## src/include/gpio_pkg.sv

```systemverilog
// Package of register offsets, widths and reset values for the dual GPIO.
// Assumes a 32-bit APB slave decodes byte addresses word aligned.
package gpio_pkg;
   // Printed offsets are not multiples of four, so they are indices.
   localparam logic [7:0] IDX_WIDE_PIN_LEVELS = 8'hd0;
   localparam logic [7:0] IDX_WIDE_DRIVE_VALUES = 8'hd1;
   localparam logic [7:0] IDX_WIDE_DIRECTION = 8'hd2;
   localparam logic [7:0] IDX_WIDE_ALT_FUNCTION = 8'hd3;
   localparam logic [7:0] IDX_NARROW_PIN_LEVELS = 8'hd4;
   localparam logic [7:0] IDX_NARROW_DRIVE_VALUES = 8'hd5;
   localparam logic [7:0] IDX_NARROW_DIRECTION = 8'hd6;
   localparam logic [7:0] IDX_NARROW_ALT_FUNCTION = 8'hd7;
   // Open-drain select for the wide port, an extra register.
   localparam logic [7:0] IDX_WIDE_OPEN_DRAIN = 8'hd8;
   localparam int ADDR_W = 12;
   localparam int WIDE_W = 8;
   localparam int NARROW_W = 6;
   // Reset values: all inputs, no special function, push-pull.
   localparam logic [7:0] RST_DRIVE = 8'h00;
   localparam logic [7:0] RST_DIR = 8'h00;
   localparam logic [7:0] RST_ALT = 8'h00;
   localparam logic [7:0] RST_OD = 8'h00;
   // Narrow-port bit positions with defined special functions.
   localparam int NB_RECOVERY = 0;
   localparam int NB_TIMER = 1;
   localparam int NB_INTERRUPT_REQUEST_THREE = 2;
   localparam int NB_CMP_REF = 3;
   localparam int NB_CMP_SIG = 4;
   localparam int NB_PULLDOWN = 5;
endpackage

```

## src/verilog/dual_gpio_ports.sv

```systemverilog
// Dual GPIO ports, an 8-bit wide port and a 6-bit narrow port, on APB.
// Assumes pad inputs are synchronous to core_clk_i and pads are external.
//
// Added by the designer: the APB interface to the registers.
`timescale 1ns/1ps
module dual_gpio_ports
   import gpio_pkg::*;
#(
   parameter int WIDE = WIDE_W,
   parameter int NARROW = NARROW_W
) (
   // Clock and reset.
   input wire logic core_clk_i,
   input wire logic srst_i,
   // APB slave.
   input wire logic psel_i,
   input wire logic penable_i,
   input wire logic pwrite_i,
   input wire logic [ADDR_W-1:0] paddr_i,
   input wire logic [31:0] pwdata_i,
   input wire logic [3:0] pstrb_i,
   output logic [31:0] prdata_o,
   output logic pready_o,
   output logic pslverr_o,
   // Wide port pads.
   input wire logic [WIDE-1:0] wide_pin_i,
   output logic [WIDE-1:0] wide_pin_o,
   output logic [WIDE-1:0] wide_pin_oe_o,
   // Narrow port pads.
   input wire logic [NARROW-1:0] narrow_pin_i,
   output logic [NARROW-1:0] narrow_pin_o,
   output logic [NARROW-1:0] narrow_pin_oe_o,
   // Alternate functions of the narrow port.
   input wire logic timer_zero_out_i,
   output logic stop_recovery_n_o,
   output logic interrupt_request_three_o,
   output logic cmp_ref_o,
   output logic cmp_sig_o,
   output logic interrupt_request_one_o,
   output logic interrupt_request_four_o
);
   // Register storage.
   logic [WIDE-1:0] wide_drive_q, wide_dir_q, wide_alt_q, wide_od_q;
   logic [NARROW-1:0] narrow_drive_q, narrow_dir_q, narrow_alt_q;
   logic [WIDE-1:0] wide_in_q;
   logic [NARROW-1:0] narrow_in_q;
   logic [31:0] rdata_q;
   logic slverr_q;
   logic [7:0] idx;
   logic wr_en, rd_en, hit;
   logic [NARROW-1:0] narrow_alt_out_en, narrow_alt_val;
   logic [NARROW-1:0] narrow_od;

   // Extracts the register index from a byte address.
   function automatic logic [7:0] reg_index(input logic [ADDR_W-1:0] a);
      reg_index = a[9:2];
   endfunction

   // Tells whether an index names a register of this block.
   function automatic logic is_mapped(input logic [7:0] i);
      is_mapped = (i >= IDX_WIDE_PIN_LEVELS) && (i <= IDX_WIDE_OPEN_DRAIN);
   endfunction

   // Zero-wait APB: the access cycle always completes at once.
   assign idx = reg_index(paddr_i);
   assign hit = is_mapped(idx) && (paddr_i[ADDR_W-1:10] == '0);
   assign wr_en = psel_i & penable_i & pwrite_i & hit & pstrb_i[0];
   assign rd_en = psel_i & ~penable_i & ~pwrite_i;
   assign pready_o = 1'b1;
   assign prdata_o = rdata_q;
   assign pslverr_o = psel_i & penable_i & ~hit;

   // Input value registers sample pad levels every cycle.
   always_ff @(posedge core_clk_i) begin
      if (srst_i) begin
         wide_in_q <= '0;
         narrow_in_q <= '0;
      end else begin
         wide_in_q <= wide_pin_i;
         narrow_in_q <= narrow_pin_i;
      end
   end

   // Wide port writable registers.
   always_ff @(posedge core_clk_i) begin
      if (srst_i) begin
         wide_drive_q <= RST_DRIVE[WIDE-1:0];
         wide_dir_q <= RST_DIR[WIDE-1:0];
         wide_alt_q <= RST_ALT[WIDE-1:0];
         wide_od_q <= RST_OD[WIDE-1:0];
      end else if (wr_en) begin
         case (idx)
            IDX_WIDE_DRIVE_VALUES: wide_drive_q <= pwdata_i[WIDE-1:0];
            IDX_WIDE_DIRECTION: wide_dir_q <= pwdata_i[WIDE-1:0];
            IDX_WIDE_ALT_FUNCTION: wide_alt_q <= pwdata_i[WIDE-1:0];
            IDX_WIDE_OPEN_DRAIN: wide_od_q <= pwdata_i[WIDE-1:0];
            default: ;
         endcase
      end
   end

   // Narrow port writable registers; bits above the port read as zero.
   always_ff @(posedge core_clk_i) begin
      if (srst_i) begin
         narrow_drive_q <= RST_DRIVE[NARROW-1:0];
         narrow_dir_q <= RST_DIR[NARROW-1:0];
         narrow_alt_q <= RST_ALT[NARROW-1:0];
      end else if (wr_en) begin
         case (idx)
            IDX_NARROW_DRIVE_VALUES: narrow_drive_q <= pwdata_i[NARROW-1:0];
            IDX_NARROW_DIRECTION: narrow_dir_q <= pwdata_i[NARROW-1:0];
            IDX_NARROW_ALT_FUNCTION: narrow_alt_q <= pwdata_i[NARROW-1:0];
            default: ;
         endcase
      end
   end

   // Read data is registered in the setup cycle so it stands in access.
   always_ff @(posedge core_clk_i) begin
      if (srst_i) begin
         rdata_q <= 32'h0000_0000;
      end else if (rd_en) begin
         rdata_q <= 32'h0000_0000;
         case (idx)
            IDX_WIDE_PIN_LEVELS: rdata_q[WIDE-1:0] <= wide_in_q;
            IDX_WIDE_DRIVE_VALUES: rdata_q[WIDE-1:0] <= wide_drive_q;
            IDX_WIDE_DIRECTION: rdata_q[WIDE-1:0] <= wide_dir_q;
            IDX_WIDE_ALT_FUNCTION: rdata_q[WIDE-1:0] <= wide_alt_q;
            IDX_WIDE_OPEN_DRAIN: rdata_q[WIDE-1:0] <= wide_od_q;
            IDX_NARROW_PIN_LEVELS: rdata_q[NARROW-1:0] <= narrow_in_q;
            IDX_NARROW_DRIVE_VALUES: rdata_q[NARROW-1:0] <= narrow_drive_q;
            IDX_NARROW_DIRECTION: rdata_q[NARROW-1:0] <= narrow_dir_q;
            IDX_NARROW_ALT_FUNCTION: rdata_q[NARROW-1:0] <= narrow_alt_q;
            default: rdata_q <= 32'h0000_0000;
         endcase
      end
   end

   // Only bit 1 of the narrow port has an output special function.
   always_comb begin
      narrow_alt_out_en = '0;
      narrow_alt_val = '0;
      narrow_od = '0;
      narrow_alt_out_en[NB_TIMER] = narrow_alt_q[NB_TIMER];
      narrow_alt_val[NB_TIMER] = timer_zero_out_i;
      narrow_od[NB_PULLDOWN] = 1'b1;
   end

   // Input special functions apply when the bit is input with alt set.
   // The recovery line idles high so a plain I/O bit never wakes the core.
   always_comb begin
      stop_recovery_n_o = 1'b1;
      if (narrow_alt_q[NB_RECOVERY] & ~narrow_dir_q[NB_RECOVERY]) begin
         stop_recovery_n_o = narrow_in_q[NB_RECOVERY];
      end
      interrupt_request_three_o = narrow_alt_q[NB_INTERRUPT_REQUEST_THREE] &
         ~narrow_dir_q[NB_INTERRUPT_REQUEST_THREE] & narrow_in_q[NB_INTERRUPT_REQUEST_THREE];
      cmp_ref_o = narrow_alt_q[NB_CMP_REF] & ~narrow_dir_q[NB_CMP_REF] &
         narrow_in_q[NB_CMP_REF];
      cmp_sig_o = narrow_alt_q[NB_CMP_SIG] & ~narrow_dir_q[NB_CMP_SIG] &
         narrow_in_q[NB_CMP_SIG];
      interrupt_request_one_o = cmp_sig_o;
      interrupt_request_four_o = cmp_sig_o;
   end

   // Wide port pin cells, one per bit so no bit reaches another.
   for (genvar w = 0; w < WIDE; w++) begin : g_wide
      gpio_pin_cell u_cell (
         .dir_out_i(wide_dir_q[w]),
         .drive_val_i(wide_drive_q[w]),
         .open_drain_i(wide_od_q[w]),
         .alt_out_en_i(1'b0),
         .alt_out_i(1'b0),
         .pin_o(wide_pin_o[w]),
         .pin_oe_o(wide_pin_oe_o[w])
      );
   end

   // Narrow port pin cells; bit 5 is fixed open-drain.
   for (genvar n = 0; n < NARROW; n++) begin : g_narrow
      gpio_pin_cell u_cell (
         .dir_out_i(narrow_dir_q[n]),
         .drive_val_i(narrow_drive_q[n]),
         .open_drain_i(narrow_od[n]),
         .alt_out_en_i(narrow_alt_out_en[n]),
         .alt_out_i(narrow_alt_val[n]),
         .pin_o(narrow_pin_o[n]),
         .pin_oe_o(narrow_pin_oe_o[n])
      );
   end
   // Fourteen lines in total with the default widths; nine indices used.
endmodule

```

## src/verilog/gpio_pin_cell.sv

```systemverilog
// One GPIO pin cell: direction, drive value, open-drain and alternate out.
// Assumes the pad resolves the wire from pin_o and pin_oe_o.
`timescale 1ns/1ps
module gpio_pin_cell (
   // Configuration.
   input wire logic dir_out_i,
   input wire logic drive_val_i,
   input wire logic open_drain_i,
   input wire logic alt_out_en_i,
   input wire logic alt_out_i,
   // Pad side.
   output logic pin_o,
   output logic pin_oe_o
);
   logic val;
   // Open-drain only drives the low level; high is released to the pad.
   always_comb begin
      val = alt_out_en_i ? alt_out_i : drive_val_i;
      pin_o = val;
      pin_oe_o = dir_out_i & (~open_drain_i | ~val);
   end
endmodule

```

## config.mk

```make
export PLATFORM = sky130hd
export DESIGN_NAME = dual_gpio_ports
export DESIGN_NICKNAME = d
export VERILOG_FILES = /design/src/include/gpio_pkg.sv /design/src/verilog/dual_gpio_ports.sv /design/src/verilog/gpio_pin_cell.sv
export SDC_FILE = /design/constraint.sdc
export NUM_CORES = 1
export LEC_CHECK = 0
export BUFFER_PORTS_ARGS = -buffer_cell sky130_fd_sc_hd__buf_2
export CAP_MARGIN = 0
export CELL_PAD_IN_SITES_DETAIL_PLACEMENT = 0
export CELL_PAD_IN_SITES_GLOBAL_PLACEMENT = 2
export CORE_MARGIN = 2
export CORE_UTILIZATION = 27
export CTS_CLUSTER_SIZE = 25
export DETAILED_ROUTE_END_ITERATION = 12
export GPL_ROUTABILITY_DRIVEN = 0
export PLACE_DENSITY_LB_ADDON = 0.1
export SLEW_MARGIN = 20
export SYNTH_ARGS = -nofsm -noshare
export SYNTH_HDL_FRONTEND = slang
export SYNTH_SLANG_ARGS = --single-unit
```

## constraint.sdc

```tcl
create_clock -name core_clk_i -period 1.85 [get_ports core_clk_i]
set_clock_uncertainty 0.05 [all_clocks]
set_input_delay 0.37 -clock core_clk_i [delete_from_list [all_inputs] [get_ports core_clk_i]]
set_output_delay 0.37 -clock core_clk_i [all_outputs]
set_load 0.01 [all_outputs]
```

Word level (Yosys, flattened, before mapping)
Index checks and enable logic that the tools add are counted.
- add/subtract/negate cells: 0
- $mul: 0
- divide/modulo/power cells: 0
- magnitude comparators: 2
- eq/ne operators: 9
- shifts and indexed selects: 0
- muxes and demuxes: 4
- bitwise logic cells: 55
- reduce and logical (&&, ||, !) cells: 10
- operators by type and width (kind ; count):
    == test 8 bit (second input constant) ; 9
    case mux 6 bit (9 select lines) ; 1
    NOT 1 bit ; 24
    AND 1 bit ; 23
    AND reduction 2 bit ; 7
    case mux 2 bit (5 select lines) ; 1
    >= comparator 8 bit (second input constant) ; 1
    <= comparator 8 bit (second input constant) ; 1
    OR 1 bit ; 8
    logical AND 1 bit ; 2
    zero test 2 bit ; 1
    two-way mux 1 bit ; 2
- register bits: 72
- bits in latches: 0
- RAM bits: 0
- ROM bits: 0
- input bits: 68
- output and inout bits: 68
- word-level logic and storage cells: 90
- memories: 0

Logic depth before layout (Yosys ltp)
Gate-level depths: netlist of the first run.
- depth in word-level cells: 6
- gate-level depth with buffers: 7

By module
From an unflattened synthesis of the first run, not the netlist that was laid out.
- cells, all modules: 463
- area, all modules: 4189.0 µm²
- modules (own cells, without submodules) (module ; instances ; cells an instance ; area an instance (µm²)):
    dual_gpio_ports ; 1 ; 435 ; 3821.2
    gpio_pin_cell ; 14 ; 2 ; 26.3

Least setup slack after synthesis of the first run
No wires, ideal clock.
- kind: input-to-output
- from: in paddr_i[3]
- to: out pslverr_o
- arrival: 1.513 ns
- data required time: 1.430 ns
- slack: -0.083 ns
- cell stages on the path: 4
- buffers on the path: 1
- path through: buf_6 or4b_4 o21ai_4 a21oi_1
- longest elaborated chain between the ends: 5
- elaborated cells between the ends (all ways): 6
- those cells by class: order compare (2); bitwise (2); reduce/logical (2)
- RTL lines (what ; line ; source):
    start, declared ; dual_gpio_ports.sv:19 ; input wire logic [ADDR_W-1:0] paddr_i,
    >= comparator 8 bit / <= comparator 8 bit (equally long branches) ; dual_gpio_ports.sv:61 ; is_mapped = (i >= IDX_WIDE_PIN_LEVELS) && (i <= IDX_WIDE_OPEN_DRAIN);
    logical AND 1 bit (*) ; dual_gpio_ports.sv:61 ;
    logical AND 1 bit (*) ; dual_gpio_ports.sv:66 ; assign hit = is_mapped(idx) && (paddr_i[ADDR_W-1:10] == '0);
    NOT 1 bit (*) ; dual_gpio_ports.sv:71 ; assign pslverr_o = psel_i & penable_i & ~hit;
    AND 1 bit (*) ; dual_gpio_ports.sv:71 ;
    end, declared ; dual_gpio_ports.sv:24 ; output logic pslverr_o,
Mark *: on every way between the ends. The rest lies on a longest branch, timed or not.

Worst setup path in the final report of the first run
- from: in paddr_i[2]
- to: out pslverr_o
Same word-level chain as after synthesis.

==> metrics.cfg, run 1 <==
[floorplan]
die_area_um2 = 16400
die_w_um = 128
start_util_pct = 27.5
dieHeight_um = 128
core-area_um2 = 15100
io-pin-count = 136
num_rows = 45

[timing]
fin_crit_sh_pct = 97.2
hold_violations = 0
min_period_ps = 1800
setup_viol = 0
rsz0062_at_grt = no
fin_hold_ws_ps = 192
max_clock_freq_mhz = 556
slew_viol_final = 0
setup_tns_ps = 0

[layout]
fillers = 1555
area_growth_pct = 26.1
finalInstanceArea_um2 = 5230
layout_common_cells = buf_2, dfxtp_1, mux2i_1, nand2b_1, buf_4
layout_commonest_cell = buf_2
drive_above_1_share_pct = 32.4
diodes = 0
final_net_count = 598
regArea_um2 = 1440
multi_input_area_um2 = 2250

[clock_network]
clkTransAtPathRegs_ps = 50
cts.sinks = 72
cts_tree = yes
htreeDepth = 3
clkLatencyLatePin_ps = 340
root_buffer = clkbuf_16
cts_buffer_depth = 2
ctsHoldBuffers = 0
cts_buffers = 9

[worst_setup_path]
crit_path_end_kind = output port
worstPathRequired_ps = 1430
startpoint_type = primary input
critical_path_class = in2out
crit_arrival_ps = 1380
path_max_fanout = 2
regToRegSetupSlack_ps = 360

[routing]
wl_um = 13100
vias = 3397
vias_per_cell = 4.70
ant_nets = 0
avgRoutedWirePerCell_um = 18.2
drc = 0
dr.first_iter.drc_count = 172
drtPass1Iterations = 4

[power_and_ir_drop]
ir_drop_mv = 0.360
pwr_density_cell_nw_per_um2 = 745
leakage_nw = 2.39

[yosys]
synth_enable_flop_cells = 0
synth_largest_area_cell = dfxtp_1
syn_avg_cell_area_um2 = 9.42
synthArstFlopShare_pct = 0
netlist_area_um2 = 4150
synth_area_leaders = dfxtp_1, mux2i_1, buf_4
yosysWarnings = 0
ys_ff_latch = 72
synth_ff_type = dfxtp_1
synth_cell_types = 50
netlist_instances = 440
synth_top_cell_area_share_pct = 34.8
yosysSeqAreaShare_pct = 34.8

[outcome]
status = completed

[global_routing]
grt_pass1_vias = 3366
antenna_found_initial = 0
grt_use_total_pct = 16.5
grt_pass1_wl_um = 19900
grt_max_degree = 50
grt_overflow_total = 0

[place]
dpl-instance-area_um2 = 4860
dp_hpwl_um = 9950
numPortBuffers = 81

[flow_run]
max_cap_violations = 0

[hold_path]
hold_path_class = in2reg

-- synth_stat cells (all sizes together) (8+ instances only) --
| library cell | number |
|---|---|
| nor3 | 12 |
| mux2i | 57 |
| dfxtp | 72 |
| o21ai | 11 |
| nand2 | 15 |
| nor2 | 8 |
| a221oi | 9 |
| nand2b | 53 |
| buf | 65 |
| nand3 | 11 |
| a21oi | 16 |
| nor2b | 18 |
| clkbuf | 16 |
-- stage by stage --
| step | instances | power (W) | setup slack [ps] | utilization [%] |
|---|---|---|---|---|
| after floorplan | 463 | 0.00184 | -23.6 | - |
| after detailed placement | 706 | 0.00196 | -146 | 32.2 |
| after global routing | 722 | 0.00403 | 4.34 | 34.6 |
| final | 722 | 0.00390 | 51.6 | 34.6 |
| after global placement | 706 | 0.00196 | -156 | 32.2 |
| after CTS | 722 | 0.00395 | 19.9 | 34.6 |
-- critical path: stages --
cell and delay (ps):
buf_6 90, or4b_4 550, o21ai_4 160, a21oi_2 70, buf_2 140
-- flip-flops by register name, indices dropped and copies added, names as in the netlist --
| signal | flops |
|---|---|
| wide_drive_q | 8 |
| wide_od_q | 8 |
| prdata_o | 8 |
| narrow_alt_q | 6 |
| narrow_in_q | 6 |
| narrow_dir_q | 6 |
| wide_in_q | 8 |
| wide_dir_q | 8 |
| narrow_drive_q | 6 |
| wide_alt_q | 8 |
-- final timing paths --
| check | from | endpoint | cells past startpoint |
|---|---|---|---|
| min | wide_pin_i[3] | wide_in_q[3]$_SDFF_PP0_ | 2 |
| max | paddr_i[2] | pslverr_o | 5 |
| max reg2reg | wide_dir_q[1]$_SDFFE_PP0P_ | prdata_o[1]$_SDFFE_PP0P_ | 4 |
| min reg2reg | wide_alt_q[3]$_SDFFE_PP0P_ | wide_alt_q[3]$_SDFFE_PP0P_ | 2 |
-- where the power goes --
| part | internal [W] | leakage [nW] | switching [W] |
|---|---|---|---|
| logic | 0.000151 | 1.64 | 0.000200 |
| clock network | 0.00132 | 0.168 | 0.000647 |
| registers | 0.00157 | 0.584 | 0.00000750 |
-- cell type report --
| type | count | area share [%] |
|---|---|---|
| flip-flops and latches | 72 | 27.6 |
| multi-input cells | 308 | 43.0 |
| well taps | 188 | 4.50 |
| clock buffers | 13 | 5.36 |
| clock inverters | 2 | 1.15 |
| inverters | 2 | 0.144 |
| repair buffers | 137 | 18.2 |
-- what timing repair did --
item                       CTS  global route
buffers inserted             2             0
pin swaps                    3             3
setup endpoints to repair    1             4
resized for setup            2             4
-- cell families after synthesis --
logic type	Yosys count	share of synthesized area [%]
buffers and inverters	83	13.2
AO/OA/AOI/OAI	67	11.8
multiplexers	61	14.9
flip-flops	72	34.8
AND/OR/NAND/NOR	155	25.2
other	2	0.181
-- routing by layer --
metal,part of all wire [%],wire (um),vias to the layer above,GRT usage (%)
li1,-,-,1669,-
met1,49,6470,1631,22.9
met2,45,5910,84,25.8
met3,4.3,570,13,3.21
met4,1.5,196,0,5.37
met5,0,0,-,0
No activity file was read; power rests on OpenSTA's default activity.
==> run 2: changes to the inputs <==
Settings changed: ABC_AREA from default to 1, BUFFER_PORTS_ARGS -buffer_cell sky130_fd_sc_hd__buf_2 to -buffer_cell sky130_fd_sc_hd__buf_4, CELL_PAD_IN_SITES_DETAIL_PLACEMENT 0 to default, CELL_PAD_IN_SITES_GLOBAL_PLACEMENT 2 to default, CORE_UTILIZATION 27 to 46, PLACE_DENSITY from default to 0.77, PLACE_DENSITY_LB_ADDON 0.1 to default.
==> run 2 against run 1 <==
  * Final cell count up 14%
  * First-iteration DRC count increased by 62%
  * Sequential cell count did not move
  * Critical endpoint unchanged
  * Non-clock buffer count shrank 27
  * Largest cell class unchanged
  * Highest routed layer unchanged
  * Register-to-register slack improved by 400 ps
==> metrics.cfg, run 2 <==
[global_routing]
grt_pass1_wl_um = 17500  ; -12%
grt_max_degree = 53  ; +6.0%
grt_overflow_total = 0  ; unchanged
grt_pass1_vias = 3732  ; +11%
antenna_found_initial = 0  ; unchanged
grt_use_total_pct = 23.0  ; +6.4 points

[routing]
vias = 3912  ; +15%
vias_per_cell = 4.76  ; +1.2%
wl_um = 10800  ; -18%
ant_nets = 0  ; unchanged
dr.first_iter.drc_count = 279  ; +62%
drc = 0  ; unchanged
avgRoutedWirePerCell_um = 13.1  ; -28%
drtPass1Iterations = 5  ; +1

[worst_setup_path]
crit_path_end_kind = output port
startpoint_type = primary input
crit_arrival_ps = 1290  ; -90 ps
path_max_fanout = 4  ; +2
worstPathRequired_ps = 1430  ; about the same
critical_path_class = in2out
rr_worst_depth = 6  ; +2

[clock_network]
postCtsSetupBuffers = 0  ; -2
cts_tree = yes
cts.sinks = 72  ; unchanged
cts_buffers = 9  ; unchanged
cts_buffer_depth = 2  ; unchanged
clkLatencyLatePin_ps = 350  ; about the same
root_buffer = clkbuf_8
clkTransAtPathRegs_ps = 70  ; +20 ps
htreeDepth = 3  ; unchanged

[power_and_ir_drop]
ir_drop_mv = 0.526  ; +46%
leakage_nw = 2.69  ; +13%
pwr_density_cell_nw_per_um2 = 614  ; -18%

[timing]
min_period_ps = 1710  ; -86.6 ps
setup_viol = 0  ; unchanged
max_clock_freq_mhz = 584  ; +5.1%
hold_violations = 0  ; unchanged
slew_viol_final = 0  ; unchanged
fin_hold_ws_ps = 178  ; -14.7 ps
fin_ws_ps = 138  ; +86.6 ps
setup_tns_ps = 0  ; unchanged
rsz0062_at_grt = no
fin_crit_sh_pct = 92.5  ; -4.7 points

[layout]
layout_common_cells = nand2_1, nor2_1, buf_4, inv_1, dfxtp_1
multi_input_area_um2 = 1830  ; -19%
drive_above_1_share_pct = 18.9  ; -13 points
layout_commonest_cell = nand2_1
fillers = 853  ; -45%
finalInstanceArea_um2 = 4770  ; -8.7%
final_util_pct = 55.5  ; +21 points
area_growth_pct = 18.3
final_net_count = 778  ; +30%
diodes = 0  ; unchanged
regArea_um2 = 1440  ; unchanged

[hold_path]
hold_depth = 3  ; +1
hold_path_class = in2reg

[yosys]
yosys.cell_count.top_type = nand2_1
synth_enable_flop_cells = 0  ; unchanged
synth-compound-area-share_pct = 3.19  ; -8.6 points
yosysWarnings = 0  ; unchanged
yosysSeqAreaShare_pct = 35.7  ; +0.94 points
synthMuxAreaShare_pct = 0  ; -15 points
synthArstFlopShare_pct = 0  ; unchanged
synth-xor-area-share_pct = 0  ; unchanged
synth_commonest_cells = nand2_1, nor2_1, inv_1
ys_ff_latch = 72  ; unchanged
synth_top_cell_area_share_pct = 35.7  ; +0.94 points
syn_avg_cell_area_um2 = 6.31  ; -33%
synth_cell_types = 21  ; -58%
yosys.area_share.simple_pct = 39.6  ; +14 points
synth_ff_type = dfxtp_1
synth_area_leaders = dfxtp_1, nand2_1, nor2_1
synthAdderAreaFrac_pct = 0  ; unchanged
synth_top_family_by_area = simple AND/OR/NAND/NOR gates
synth_largest_area_cell = dfxtp_1
netlist_area_um2 = 4040  ; -2.6%
netlist_instances = 640  ; +45%

[outcome]
status = completed

[flow_run]
max_cap_violations = 0  ; unchanged

[place]
dp_slack_ps = -46.6  ; +99.4 ps
dpl-instance-area_um2 = 4600  ; -5.4%
numPortBuffers = 81  ; unchanged
dp_hpwl_um = 7890  ; -21%

[floorplan]
io-pin-count = 136  ; unchanged
num_rows = 34  ; -24%
die_area_um2 = 9540  ; -42%
die_w_um = 97.7  ; -24%
dieHeight_um = 97.7  ; -24%
core-area_um2 = 8590  ; -43%
start_util_pct = 47.0  ; +20 points

run 2: kinds of logic (layout without fill, tap and decap cells):
kind of cell    Yosys count  after routing
flops                    72             72
compound gates           25             25
other cells               2             25
simple gates            381            381
buf+inv                 160            211
run 2: metal layers:
layer	GRT usage, %	routed length, um	share of wire, %	up-vias
li1	-	-	-	2003
met1	27.7	4540	42	1742
met2	39.6	5220	49	152
met3	5.25	824	7.7	15
met4	8.87	172	1.6	0
met5	0	0	0	-
run 2: final cells by class:
type	count	area share (%)
multi-input combinational	431	38.3
sequential	72	30.2
inverter	86	6.76
tap	108	2.83
timing repair buffer	110	18.3
clock inverter	5	0.682
clock buffer	10	2.88
run 2: path summary, 6_finish.rpt:
check,startpoint,to,slack (ps)
setup / recovery,paddr_i[7],pslverr_o,140
hold / removal,wide_pin_i[1],wide_in_q[1]$_SDFF_PP0_,180
setup reg to reg,wide_in_q[2]$_SDFF_PP0_,prdata_o[2]$_SDFFE_PP0P_,760
hold reg to reg,prdata_o[5]$_SDFFE_PP0P_,prdata_o[5]$_SDFFE_PP0P_,420
run 2: critical path, cell delays in order:
cell and delay (ps):
buf_4 120, inv_1 80, nand4_1 110, o21ai_1 200, nand2_2 110, a21oi_2 170
buf_4 140
run 2: timing repair:
action | in CTS | in global routing
gates resized for setup | 1 | 1
hold endpoints to repair | 0 | 0
setup endpoints to repair | 1 | 1
hold buffers | 0 | 0
run 2: per-stage QoR:
stage | power, W | std cells
5_1_grt | 0.00304 | 822
3_5_place_dp | 0.00186 | 807
2_1_floorplan | 0.00176 | 663
3_3_place_gp | 0.00186 | 807
4_1_cts | 0.00295 | 822
6_report | 0.00293 | 822
run 2: power by group:
group | internal [W] | switching, W
sequential | 0.00157 | 0.0000106
clock | 0.000515 | 0.000584
combinational | 0.0000973 | 0.000157
total | 0.00218 | 0.000752
